--- src/verilog/mbs_pkg.sv ---
package mbs_pkg;
    // ========================================
    // scan path sizes
    localparam int IR_W   = 8;
    localparam int ID_W   = 32;
    localparam int BSR_W  = 113;

    // ========================================
    // instruction codes
    localparam logic [7:0] OP_EXTEST  = 8'h00;
    localparam logic [7:0] OP_IDCODE  = 8'h21;
    localparam logic [7:0] OP_SAMPLE  = 8'h05;
    localparam logic [7:0] OP_CLAMP   = 8'h07;
    localparam logic [7:0] OP_HIGHZ   = 8'h03;
    localparam logic [7:0] OP_BYPASS  = 8'hFF;

    // ========================================
    // capture pattern and id field layout
    localparam logic [1:0] IR_CAPTURE = 2'h1;
    localparam int ID_REV_LSB = 28;
    localparam int ID_DEV_LSB = 12;
    localparam int ID_MFR_LSB = 1;

    // ========================================
    // reset values
    localparam logic [7:0] IR_RESET   = OP_IDCODE;

    typedef enum logic [3:0] {
        MBS_RESET, MBS_IDLE, MBS_SEL_DR, MBS_CAP_DR, MBS_SH_DR, MBS_EX1_DR,
        MBS_PAU_DR, MBS_EX2_DR, MBS_UPD_DR, MBS_SEL_IR, MBS_CAP_IR, MBS_SH_IR,
        MBS_EX1_IR, MBS_PAU_IR, MBS_EX2_IR, MBS_UPD_IR
    } mbs_state_t;
endpackage

--- src/verilog/mbs_sync.sv ---
`timescale 1ns/1ps
module mbs_sync #(
    parameter int W = 3
) (
    // clock and reset
    input  wire logic         clk,
    input  wire logic         rst_n,
    // levels
    input  wire logic [W-1:0] d,
    output logic      [W-1:0] q
);
    logic [W-1:0] s1_r;

    always_ff @(posedge clk or negedge rst_n) begin
        if (!rst_n) begin
            s1_r <= '0;
            q    <= '0;
        end else begin
            s1_r <= d;
            q    <= s1_r;
        end
    end
endmodule

--- src/verilog/mbs_tap.sv ---
`timescale 1ns/1ps
// Contract
// scan paths are 8-bit instruction, 1-bit bypass, 32-bit id, 113-bit boundary.
// extest and sample/preload capture the ring and shift the boundary register.
// idcode instruction captures the id value and shifts the id register.
// clamp shifts bypass while outputs drive the boundary register's held values.
// high-z instruction shifts bypass and forces every output to high impedance.
// all-ones code shifts bypass, memory operation untouched.
// id holds revision 31:28, device 27:12, manufacturer 11:1.
// id bit 0 always reads one.
// boundary chain has 113 cells, bit 1 exits first toward serial out.
// tap states and capture/shift/update sequencing follow the standard controller.
// idcode is the active instruction at reset and in test-logic-reset.
// capture-ir loads the two low instruction bits with 01.
// bypass register is cleared when the bypass instruction captures.
// reserved codes put the bypass register in the serial path.
module mbs_tap #(
    parameter logic [3:0]  REV_ID = 4'h1,    // arbitrary value
    parameter logic [15:0] DEV_ID = 16'h1234, // arbitrary value
    parameter logic [10:0] MFR_ID = 11'h155   // arbitrary value
) (
    // clock and reset
    input  wire logic                   clk,
    input  wire logic                   rst_n,
    // test port pins
    input  wire logic                   tck,
    input  wire logic                   tms,
    input  wire logic                   tdi,
    output logic                        tdo,
    output logic                        tdo_oe,
    // io ring
    input  wire logic [mbs_pkg::BSR_W-1:0] ring_in,
    output logic      [mbs_pkg::BSR_W-1:0] ring_test_out,
    output logic                        test_drive,
    output logic                        force_hiz,
    output logic      [7:0]             active_ir
);
    // ========================================
    // pin synchronisers and test clock edges
    logic [2:0]                pin_s;
    logic [mbs_pkg::BSR_W-1:0] ring_s;
    logic                      tck_s;
    logic                      tms_s;
    logic                      tdi_s;
    logic                      tck_d_r;
    logic                      rise;
    logic                      fall;

    mbs_sync #(
        .W     (3)
    ) u_pin_sync (
        .clk   (clk),
        .rst_n (rst_n),
        .d     ({tck, tms, tdi}),
        .q     (pin_s)
    );

    // ring inputs belong to the memory's own clock, so they are resampled too
    mbs_sync #(
        .W     (mbs_pkg::BSR_W)
    ) u_ring_sync (
        .clk   (clk),
        .rst_n (rst_n),
        .d     (ring_in),
        .q     (ring_s)
    );

    assign tck_s = pin_s[2];
    assign tms_s = pin_s[1];
    assign tdi_s = pin_s[0];

    // reset value matches the idle low test clock, so no false edge follows reset
    always_ff @(posedge clk or negedge rst_n) begin
        if (!rst_n) begin
            tck_d_r <= 1'h0;
        end else begin
            tck_d_r <= tck_s;
        end
    end

    assign rise = tck_s & ~tck_d_r;
    assign fall = ~tck_s & tck_d_r;

    // ========================================
    // tap controller
    mbs_pkg::mbs_state_t state_r;
    mbs_pkg::mbs_state_t state_nxt;

    always_comb begin
        state_nxt = state_r;
        case (state_r)
            mbs_pkg::MBS_RESET:  state_nxt = tms_s ? mbs_pkg::MBS_RESET  : mbs_pkg::MBS_IDLE;
            mbs_pkg::MBS_IDLE:   state_nxt = tms_s ? mbs_pkg::MBS_SEL_DR : mbs_pkg::MBS_IDLE;
            mbs_pkg::MBS_SEL_DR: state_nxt = tms_s ? mbs_pkg::MBS_SEL_IR : mbs_pkg::MBS_CAP_DR;
            mbs_pkg::MBS_CAP_DR: state_nxt = tms_s ? mbs_pkg::MBS_EX1_DR : mbs_pkg::MBS_SH_DR;
            mbs_pkg::MBS_SH_DR:  state_nxt = tms_s ? mbs_pkg::MBS_EX1_DR : mbs_pkg::MBS_SH_DR;
            mbs_pkg::MBS_EX1_DR: state_nxt = tms_s ? mbs_pkg::MBS_UPD_DR : mbs_pkg::MBS_PAU_DR;
            mbs_pkg::MBS_PAU_DR: state_nxt = tms_s ? mbs_pkg::MBS_EX2_DR : mbs_pkg::MBS_PAU_DR;
            mbs_pkg::MBS_EX2_DR: state_nxt = tms_s ? mbs_pkg::MBS_UPD_DR : mbs_pkg::MBS_SH_DR;
            mbs_pkg::MBS_UPD_DR: state_nxt = tms_s ? mbs_pkg::MBS_SEL_DR : mbs_pkg::MBS_IDLE;
            mbs_pkg::MBS_SEL_IR: state_nxt = tms_s ? mbs_pkg::MBS_RESET  : mbs_pkg::MBS_CAP_IR;
            mbs_pkg::MBS_CAP_IR: state_nxt = tms_s ? mbs_pkg::MBS_EX1_IR : mbs_pkg::MBS_SH_IR;
            mbs_pkg::MBS_SH_IR:  state_nxt = tms_s ? mbs_pkg::MBS_EX1_IR : mbs_pkg::MBS_SH_IR;
            mbs_pkg::MBS_EX1_IR: state_nxt = tms_s ? mbs_pkg::MBS_UPD_IR : mbs_pkg::MBS_PAU_IR;
            mbs_pkg::MBS_PAU_IR: state_nxt = tms_s ? mbs_pkg::MBS_EX2_IR : mbs_pkg::MBS_PAU_IR;
            mbs_pkg::MBS_EX2_IR: state_nxt = tms_s ? mbs_pkg::MBS_UPD_IR : mbs_pkg::MBS_SH_IR;
            mbs_pkg::MBS_UPD_IR: state_nxt = tms_s ? mbs_pkg::MBS_SEL_DR : mbs_pkg::MBS_IDLE;
            default:             state_nxt = mbs_pkg::MBS_RESET;
        endcase
    end

    always_ff @(posedge clk or negedge rst_n) begin
        if (!rst_n) begin
            state_r <= mbs_pkg::MBS_RESET;
        end else if (rise) begin
            state_r <= state_nxt;
        end
    end

    // ========================================
    // instruction register and decode
    logic [mbs_pkg::IR_W-1:0] ir_sh_r;
    logic [mbs_pkg::IR_W-1:0] ir_r;
    logic                     sel_bsr;
    logic                     sel_id;
    logic                     sel_byp;

    always_ff @(posedge clk or negedge rst_n) begin
        if (!rst_n) begin
            ir_sh_r <= '0;
        end else if (rise && state_r == mbs_pkg::MBS_CAP_IR) begin
            ir_sh_r <= {6'h00, mbs_pkg::IR_CAPTURE};
        end else if (rise && state_r == mbs_pkg::MBS_SH_IR) begin
            ir_sh_r <= {tdi_s, ir_sh_r[mbs_pkg::IR_W-1:1]};
        end
    end

    always_ff @(posedge clk or negedge rst_n) begin
        if (!rst_n) begin
            ir_r <= mbs_pkg::IR_RESET;
        end else if (state_r == mbs_pkg::MBS_RESET) begin
            ir_r <= mbs_pkg::IR_RESET;
        end else if (rise && state_r == mbs_pkg::MBS_UPD_IR) begin
            ir_r <= ir_sh_r;
        end
    end

    always_comb begin
        sel_bsr = 1'h0;
        sel_id  = 1'h0;
        sel_byp = 1'h0;
        if (ir_r == mbs_pkg::OP_EXTEST || ir_r == mbs_pkg::OP_SAMPLE) begin
            sel_bsr = 1'h1;
        end else if (ir_r == mbs_pkg::OP_IDCODE) begin
            sel_id = 1'h1;
        end else if (ir_r == mbs_pkg::OP_CLAMP || ir_r == mbs_pkg::OP_HIGHZ) begin
            sel_byp = 1'h1;
        end else if (ir_r == mbs_pkg::OP_BYPASS) begin
            sel_byp = 1'h1;
        end else begin
            sel_byp = 1'h1;
        end
    end

    // ========================================
    // bypass and identification registers
    logic        byp_r;
    logic [31:0] id_sh_r;
    logic [31:0] id_value;

    always_comb begin
        id_value = '0;
        id_value[mbs_pkg::ID_REV_LSB +: 4]  = REV_ID;
        id_value[mbs_pkg::ID_DEV_LSB +: 16] = DEV_ID;
        id_value[mbs_pkg::ID_MFR_LSB +: 11] = MFR_ID;
        id_value[0]                         = 1'h1;
    end

    always_ff @(posedge clk or negedge rst_n) begin
        if (!rst_n) begin
            byp_r <= 1'h0;
        end else if (rise && sel_byp && state_r == mbs_pkg::MBS_CAP_DR) begin
            byp_r <= 1'h0;
        end else if (rise && sel_byp && state_r == mbs_pkg::MBS_SH_DR) begin
            byp_r <= tdi_s;
        end
    end

    always_ff @(posedge clk or negedge rst_n) begin
        if (!rst_n) begin
            id_sh_r <= '0;
        end else if (rise && sel_id && state_r == mbs_pkg::MBS_CAP_DR) begin
            id_sh_r <= id_value;
        end else if (rise && sel_id && state_r == mbs_pkg::MBS_SH_DR) begin
            id_sh_r <= {tdi_s, id_sh_r[31:1]};
        end
    end

    // ========================================
    // boundary scan cells: cell 0 is exit bit 1, nearest the serial output
    logic [mbs_pkg::BSR_W-1:0] bsr_sh_r;
    logic [mbs_pkg::BSR_W-1:0] bsr_upd_r;

    genvar gi;
    generate
        for (gi = 0; gi < mbs_pkg::BSR_W; gi = gi + 1) begin : g_cell
            logic shift_src;
            if (gi == mbs_pkg::BSR_W - 1) begin : g_top
                assign shift_src = tdi_s;
            end else begin : g_mid
                assign shift_src = bsr_sh_r[gi+1];
            end
            always_ff @(posedge clk or negedge rst_n) begin
                if (!rst_n) begin
                    bsr_sh_r[gi]  <= 1'h0;
                    bsr_upd_r[gi] <= 1'h0;
                end else if (rise && sel_bsr) begin
                    if (state_r == mbs_pkg::MBS_CAP_DR) begin
                        bsr_sh_r[gi] <= ring_s[gi];
                    end else if (state_r == mbs_pkg::MBS_SH_DR) begin
                        bsr_sh_r[gi] <= shift_src;
                    end else if (state_r == mbs_pkg::MBS_UPD_DR) begin
                        bsr_upd_r[gi] <= bsr_sh_r[gi];
                    end
                end
            end
        end
    endgenerate

    // ========================================
    // serial output, changed on the falling test clock edge
    logic dr_bit;

    always_comb begin
        dr_bit = byp_r;
        if (sel_bsr) begin
            dr_bit = bsr_sh_r[0];
        end else if (sel_id) begin
            dr_bit = id_sh_r[0];
        end
    end

    always_ff @(posedge clk or negedge rst_n) begin
        if (!rst_n) begin
            tdo    <= 1'h0;
            tdo_oe <= 1'h0;
        end else if (fall) begin
            if (state_r == mbs_pkg::MBS_SH_IR) begin
                tdo    <= ir_sh_r[0];
                tdo_oe <= 1'h1;
            end else if (state_r == mbs_pkg::MBS_SH_DR) begin
                tdo    <= dr_bit;
                tdo_oe <= 1'h1;
            end else begin
                tdo_oe <= 1'h0;
            end
        end
    end

    // ========================================
    // io ring control
    always_ff @(posedge clk or negedge rst_n) begin
        if (!rst_n) begin
            test_drive <= 1'h0;
            force_hiz  <= 1'h0;
        end else begin
            test_drive <= (ir_r == mbs_pkg::OP_EXTEST) || (ir_r == mbs_pkg::OP_CLAMP);
            force_hiz  <= (ir_r == mbs_pkg::OP_HIGHZ);
        end
    end

    assign ring_test_out = bsr_upd_r;
    assign active_ir     = ir_r;

    // ========================================
    // assertions
    ir_capture_a: assert property (
        @(posedge clk) disable iff (!rst_n)
        (rise && state_r == mbs_pkg::MBS_CAP_IR) |=> (ir_sh_r[1:0] == mbs_pkg::IR_CAPTURE))
        else $error("capture-ir pattern missing");

    ir_reset_a: assert property (
        @(posedge clk) disable iff (!rst_n)
        (state_r == mbs_pkg::MBS_RESET) |=> (ir_r == mbs_pkg::OP_IDCODE))
        else $error("idcode not active in test-logic-reset");

    id_capture_a: assert property (
        @(posedge clk) disable iff (!rst_n)
        (rise && sel_id && state_r == mbs_pkg::MBS_CAP_DR) |=>
            (id_sh_r[0] && id_sh_r[31:28] == REV_ID && id_sh_r[11:1] == MFR_ID))
        else $error("id capture wrong");

    bypass_clear_a: assert property (
        @(posedge clk) disable iff (!rst_n)
        (rise && sel_byp && state_r == mbs_pkg::MBS_CAP_DR) |=> !byp_r)
        else $error("bypass not cleared on capture");

    bsr_shift_a: assert property (
        @(posedge clk) disable iff (!rst_n)
        (rise && sel_bsr && state_r == mbs_pkg::MBS_SH_DR) |=>
            (bsr_sh_r[mbs_pkg::BSR_W-2:0] == $past(bsr_sh_r[mbs_pkg::BSR_W-1:1])))
        else $error("boundary chain shift order wrong");

    hiz_force_a: assert property (
        @(posedge clk) disable iff (!rst_n)
        (ir_r == mbs_pkg::OP_HIGHZ) |=> (force_hiz && !test_drive))
        else $error("high-z not forced");

    clamp_drive_a: assert property (
        @(posedge clk) disable iff (!rst_n)
        (ir_r == mbs_pkg::OP_CLAMP) |=> (test_drive && !force_hiz))
        else $error("clamp does not drive ring");

    shift_oe_a: assert property (
        @(posedge clk) disable iff (!rst_n)
        (fall && (state_r == mbs_pkg::MBS_SH_DR || state_r == mbs_pkg::MBS_SH_IR)) |=> tdo_oe)
        else $error("serial output not enabled while shifting");
endmodule
--- config.mk ---
export PLATFORM = sky130hd
export DESIGN_NAME = mbs_tap
export DESIGN_NICKNAME = d
export VERILOG_FILES = /design/src/verilog/mbs_pkg.sv /design/src/verilog/mbs_sync.sv /design/src/verilog/mbs_tap.sv
export SDC_FILE = /design/constraint.sdc
export NUM_CORES = 1
export LEC_CHECK = 0
export BUFFER_PORTS_ARGS = -buffer_cell sky130_fd_sc_hd__buf_2
export CAP_MARGIN = 0
export CELL_PAD_IN_SITES_DETAIL_PLACEMENT = 1
export CELL_PAD_IN_SITES_GLOBAL_PLACEMENT = 1
export CORE_MARGIN = 2
export CORE_UTILIZATION = 45
export CTS_CLUSTER_SIZE = 25
export DETAILED_ROUTE_END_ITERATION = 12
export GPL_TIMING_DRIVEN = 0
export PLACE_DENSITY = 0.72
export SYNTH_ARGS = -nofsm -noshare
export SYNTH_HDL_FRONTEND = slang
export SYNTH_SLANG_ARGS = --single-unit
--- constraint.sdc ---
create_clock -name clk -period 2.6 [get_ports clk]
set_input_delay 0.39 -clock clk [delete_from_list [all_inputs] [get_ports clk]]
set_output_delay 0.39 -clock clk [all_outputs]
set_load 0.01 [all_outputs]
==> results.sh <==
export IMPL_yosys_most_used_dff="dfrtp_1"
export IMPL_first_pass_iters=4
export IMPL_globalRoute_totalOverflow=0
export IMPL_clock_path_buffers=3
export IMPL_hp_start="u_ring_sync.s1_r[112]"
export IMPL_slew_viol_final=0
export IMPL_max_stage_delay_ns=0.56
export IMPL_max_freq_mhz=391
export IMPL_final_min_clock_period_ns=2.56
export IMPL_critPathLaunchType="flip-flop"
export IMPL_yosys_warnings=0
export IMPL_reg2reg_slack_ns=0.04
export IMPL_dp_hpwl_um=25800
export IMPL_yosysTopAreaCell="dfrtp_1"
export IMPL_rsz0062_at_grt="true"
export IMPL_synth_seq_cells=516
export IMPL_synth_seq_area_share=0.702
export IMPL_synth_top_area_share=0.699
export IMPL_final_common_cell="dfrtp_1"
export IMPL_cts_root_buf="clkbuf_16"
export IMPL_cts_tree="built"
export IMPL_cts_buffers=53
export IMPL_min_period_over_period=0.983
export IMPL_grt_max_degree=129
export IMPL_cts_max_level=2
export IMPL_p_int_w=0.0136
export IMPL_p_comb_frac=0.091
export IMPL_endpoint_kind="flip-flop"
export IMPL_remaining_drc_errors=0
export IMPL_hold_end="u_ring_sync.q[112]"
export IMPL_synthTopCellsByArea="dfrtp_1, mux2_2, mux2_1, nand2_1, mux2i_1"
export IMPL_path_cells="or4_4 -> or4_4 -> nor2_4 -> buf_4 -> buf_4 -> mux2_2"
export IMPL_finish_instance_area_um2=23700
export IMPL_netlist_area_um2=18400
export IMPL_hold_depth=0
export IMPL_antenna_found_initial=3
export IMPL_area_growth_pct=28.9
export IMPL_drive_gt1_frac=0.415
export IMPL_clock_latency_ns=0.59
export IMPL_io_pins=243
export IMPL_num_rows=74
export IMPL_netSwitchingFraction=0.237
export IMPL_p_sw_w=0.00422
export IMPL_syn_inst=1127
export IMPL_power_leakage_nw=12.0
export IMPL_portBuffers=242
export IMPL_final_hold_viol_count=0
export IMPL_async_flop_share=1.00
export IMPL_final_setup_tns_ns=0
export IMPL_peakVddDrop_uv=590
export IMPL_holdCritPathClass="flip-flop to flip-flop"
export IMPL_die_x_um=206
export IMPL_viasPerCell=4.93
export IMPL_die_h_um=206
export IMPL_path_max_fanout=10
export IMPL_max_cap_violations=0
export IMPL_cp_required_ns=3.07
export IMPL_grt_pass1_wl_um=68300
export IMPL_placed_area_um2=20400
export IMPL_avgSynthCellArea_um2=16.3
export IMPL_wl_per_cell_um=20.1
export IMPL_start_util=0.453
export IMPL_die_area_um2=42500
export IMPL_clockPowerShare=0.431
export IMPL_path_delay_family="simple AND/OR/NAND/NOR gates"
export IMPL_p_total_w=0.0178
export IMPL_worstPathArrival_ns=3.02
export IMPL_yosys_cell_types_count=46
export IMPL_clkTransAtPathRegs_ns=0.06
export IMPL_finalNonFillerCells=2127
export IMPL_outcome="finished, final reports clean"
export IMPL_grt_pass1_vias=12000
export IMPL_synth_edf_count=0
export IMPL_globalplace_congestion=0.772
export IMPL_wirelength_um=42800
export IMPL_crit_buf_inv=2
export IMPL_setup_violations=0
export IMPL_slowest_stage="or4_4"
export IMPL_worstMarginPinSlew_ns=1.20
export IMPL_seqPwrFrac=0.477
export IMPL_clock_sinks=516
export IMPL_final_core_util=0.583
export IMPL_place_inst=1905
export IMPL_pwr_density_cell_nw_per_um2=751
export IMPL_reg2reg_from="active_ir[4]"
export IMPL_track_usage=0.209
export IMPL_syn_nets=1245
export IMPL_antenna_left=0
export IMPL_critPathKind="flip-flop to flip-flop"
export IMPL_nNetsFinal=1670
export IMPL_first_iter_violations=433
export IMPL_vias=10500
export IMPL_layout_common_cells="dfrtp_1, buf_2, mux2_2, dlygate4sd3_1, mux2_1"
export IMPL_reg2regPathDepth=6
export IMPL_core_area_um2=40600
export IMPL_r2r_end="ring_test_out[34]"
export IMPL_clock_skew_ns=0.0104
export IMPL_slew_headroom=0.190
## per-layer routing
| metal | global-route usage | vias up | wire [um] |
|---|---|---|---|
| li1 | - | 4736 | - |
| met1 | 0.275 | 5461 | 18500 |
| met2 | 0.345 | 216 | 21200 |
| met3 | 0.0410 | 79 | 1760 |
| met4 | 0.0758 | 2 | 1240 |
| met5 | 0 | - | 13 |
## repair_timing
item	4_1_cts	5_1_grt
setup buffers	6	1
gates resized for setup	29	59
pin swaps	4	2
setup endpoints to repair	198	128
endpoints found under the hold margin	221	0
hold buffers	117	0
cloned	0	1
## cells by family (layout without fill, tap and decap cells)
group / count (synthesis) / after routing / share of synthesized area
AND/OR/NAND/NOR: 107 / 107 / 0.0281
other: 0 / 2 / 0
buffers and inverters: 79 / 545 / 0.0264
flip-flops: 516 / 516 / 0.702
XOR/XNOR: 2 / 2 / 0.000952
AO/OA/AOI/OAI: 52 / 52 / 0.0171
multiplexers: 371 / 371 / 0.226
## synthesized netlist by cell type, types with 4 or more instances
cell	n
dfrtp_1	514
mux2_2	237
mux2_1	116
nand2_1	63
clkbuf_1	28
inv_1	22
o21ai_0	21
mux2i_1	18
a21oi_1	13
buf_6	10
buf_8	8
nor2_1	7
nor2b_1	7
buf_2	5
buf_4	5
a211oi_1	4
nand3_1	4
## through the flow
| step | setup WS [ns] | hold WS, ns |
|---|---|---|
| after floorplan | 0.181 | 0.0944 |
| after global placement | -9.26 | 0.332 |
| after detailed placement | -0.719 | 0.336 |
| after CTS | -0.00448 | 0.344 |
| after global routing | -0.0402 | 0.350 |
| final | 0.0449 | 0.345 |
## power by group through the flow
stage / registers (W) / clock network (W) / logic, W
after floorplan: 0.00860 / 0 / 0.000903
after global placement: 0.00864 / 0 / 0.00140
after detailed placement: 0.00864 / 0 / 0.00147
after CTS: 0.00850 / 0.00788 / 0.00163
after global routing: 0.00854 / 0.00821 / 0.00180
final: 0.00851 / 0.00769 / 0.00163
## worst max-delay path by stage
stage	start	endpoint	cells after the start
after floorplan	active_ir[3]	ring_test_out[46]	6
after global placement	rst_n	g_cell[86].shift_src	1
after detailed placement	state_r[1]	g_cell[110].shift_src	6
after CTS	active_ir[6]	g_cell[90].shift_src	7
after global routing	active_ir[4]	g_cell[73].shift_src	7
final	active_ir[4]	ring_test_out[34]	6
## state kept, by name, summed over array words and instances (netlist names)
| register | count |
|---|---|
| tdo_oe | 1 |
| tdo | 1 |
| g_cell.shift_src | 112 |
| ir_sh_r | 8 |
| u_ring_sync.q | 113 |
| u_ring_sync.s1_r | 113 |
| u_pin_sync.q | 3 |
| bsr_sh_r | 1 |
| byp_r | 1 |
| state_r | 4 |
| tck_d_r | 1 |
| ring_test_out | 113 |
| test_drive | 1 |
| id_sh_r | 32 |
| u_pin_sync.s1_r | 3 |
| force_hiz | 1 |
| active_ir | 8 |
## layout make-up
cell class              instances  area [um2]
inverters                      22        82.6
diodes                          2        5.00
plain buffers                  56         539
clock buffers                  74        1540
repair buffers                371        2610
multi-input cells             532        5140
clock inverters                22         229
fillers                      3831       16900
flip-flops and latches        516       12900
well taps                     532         666
Note: power is estimated with default switching activity, not from simulation.
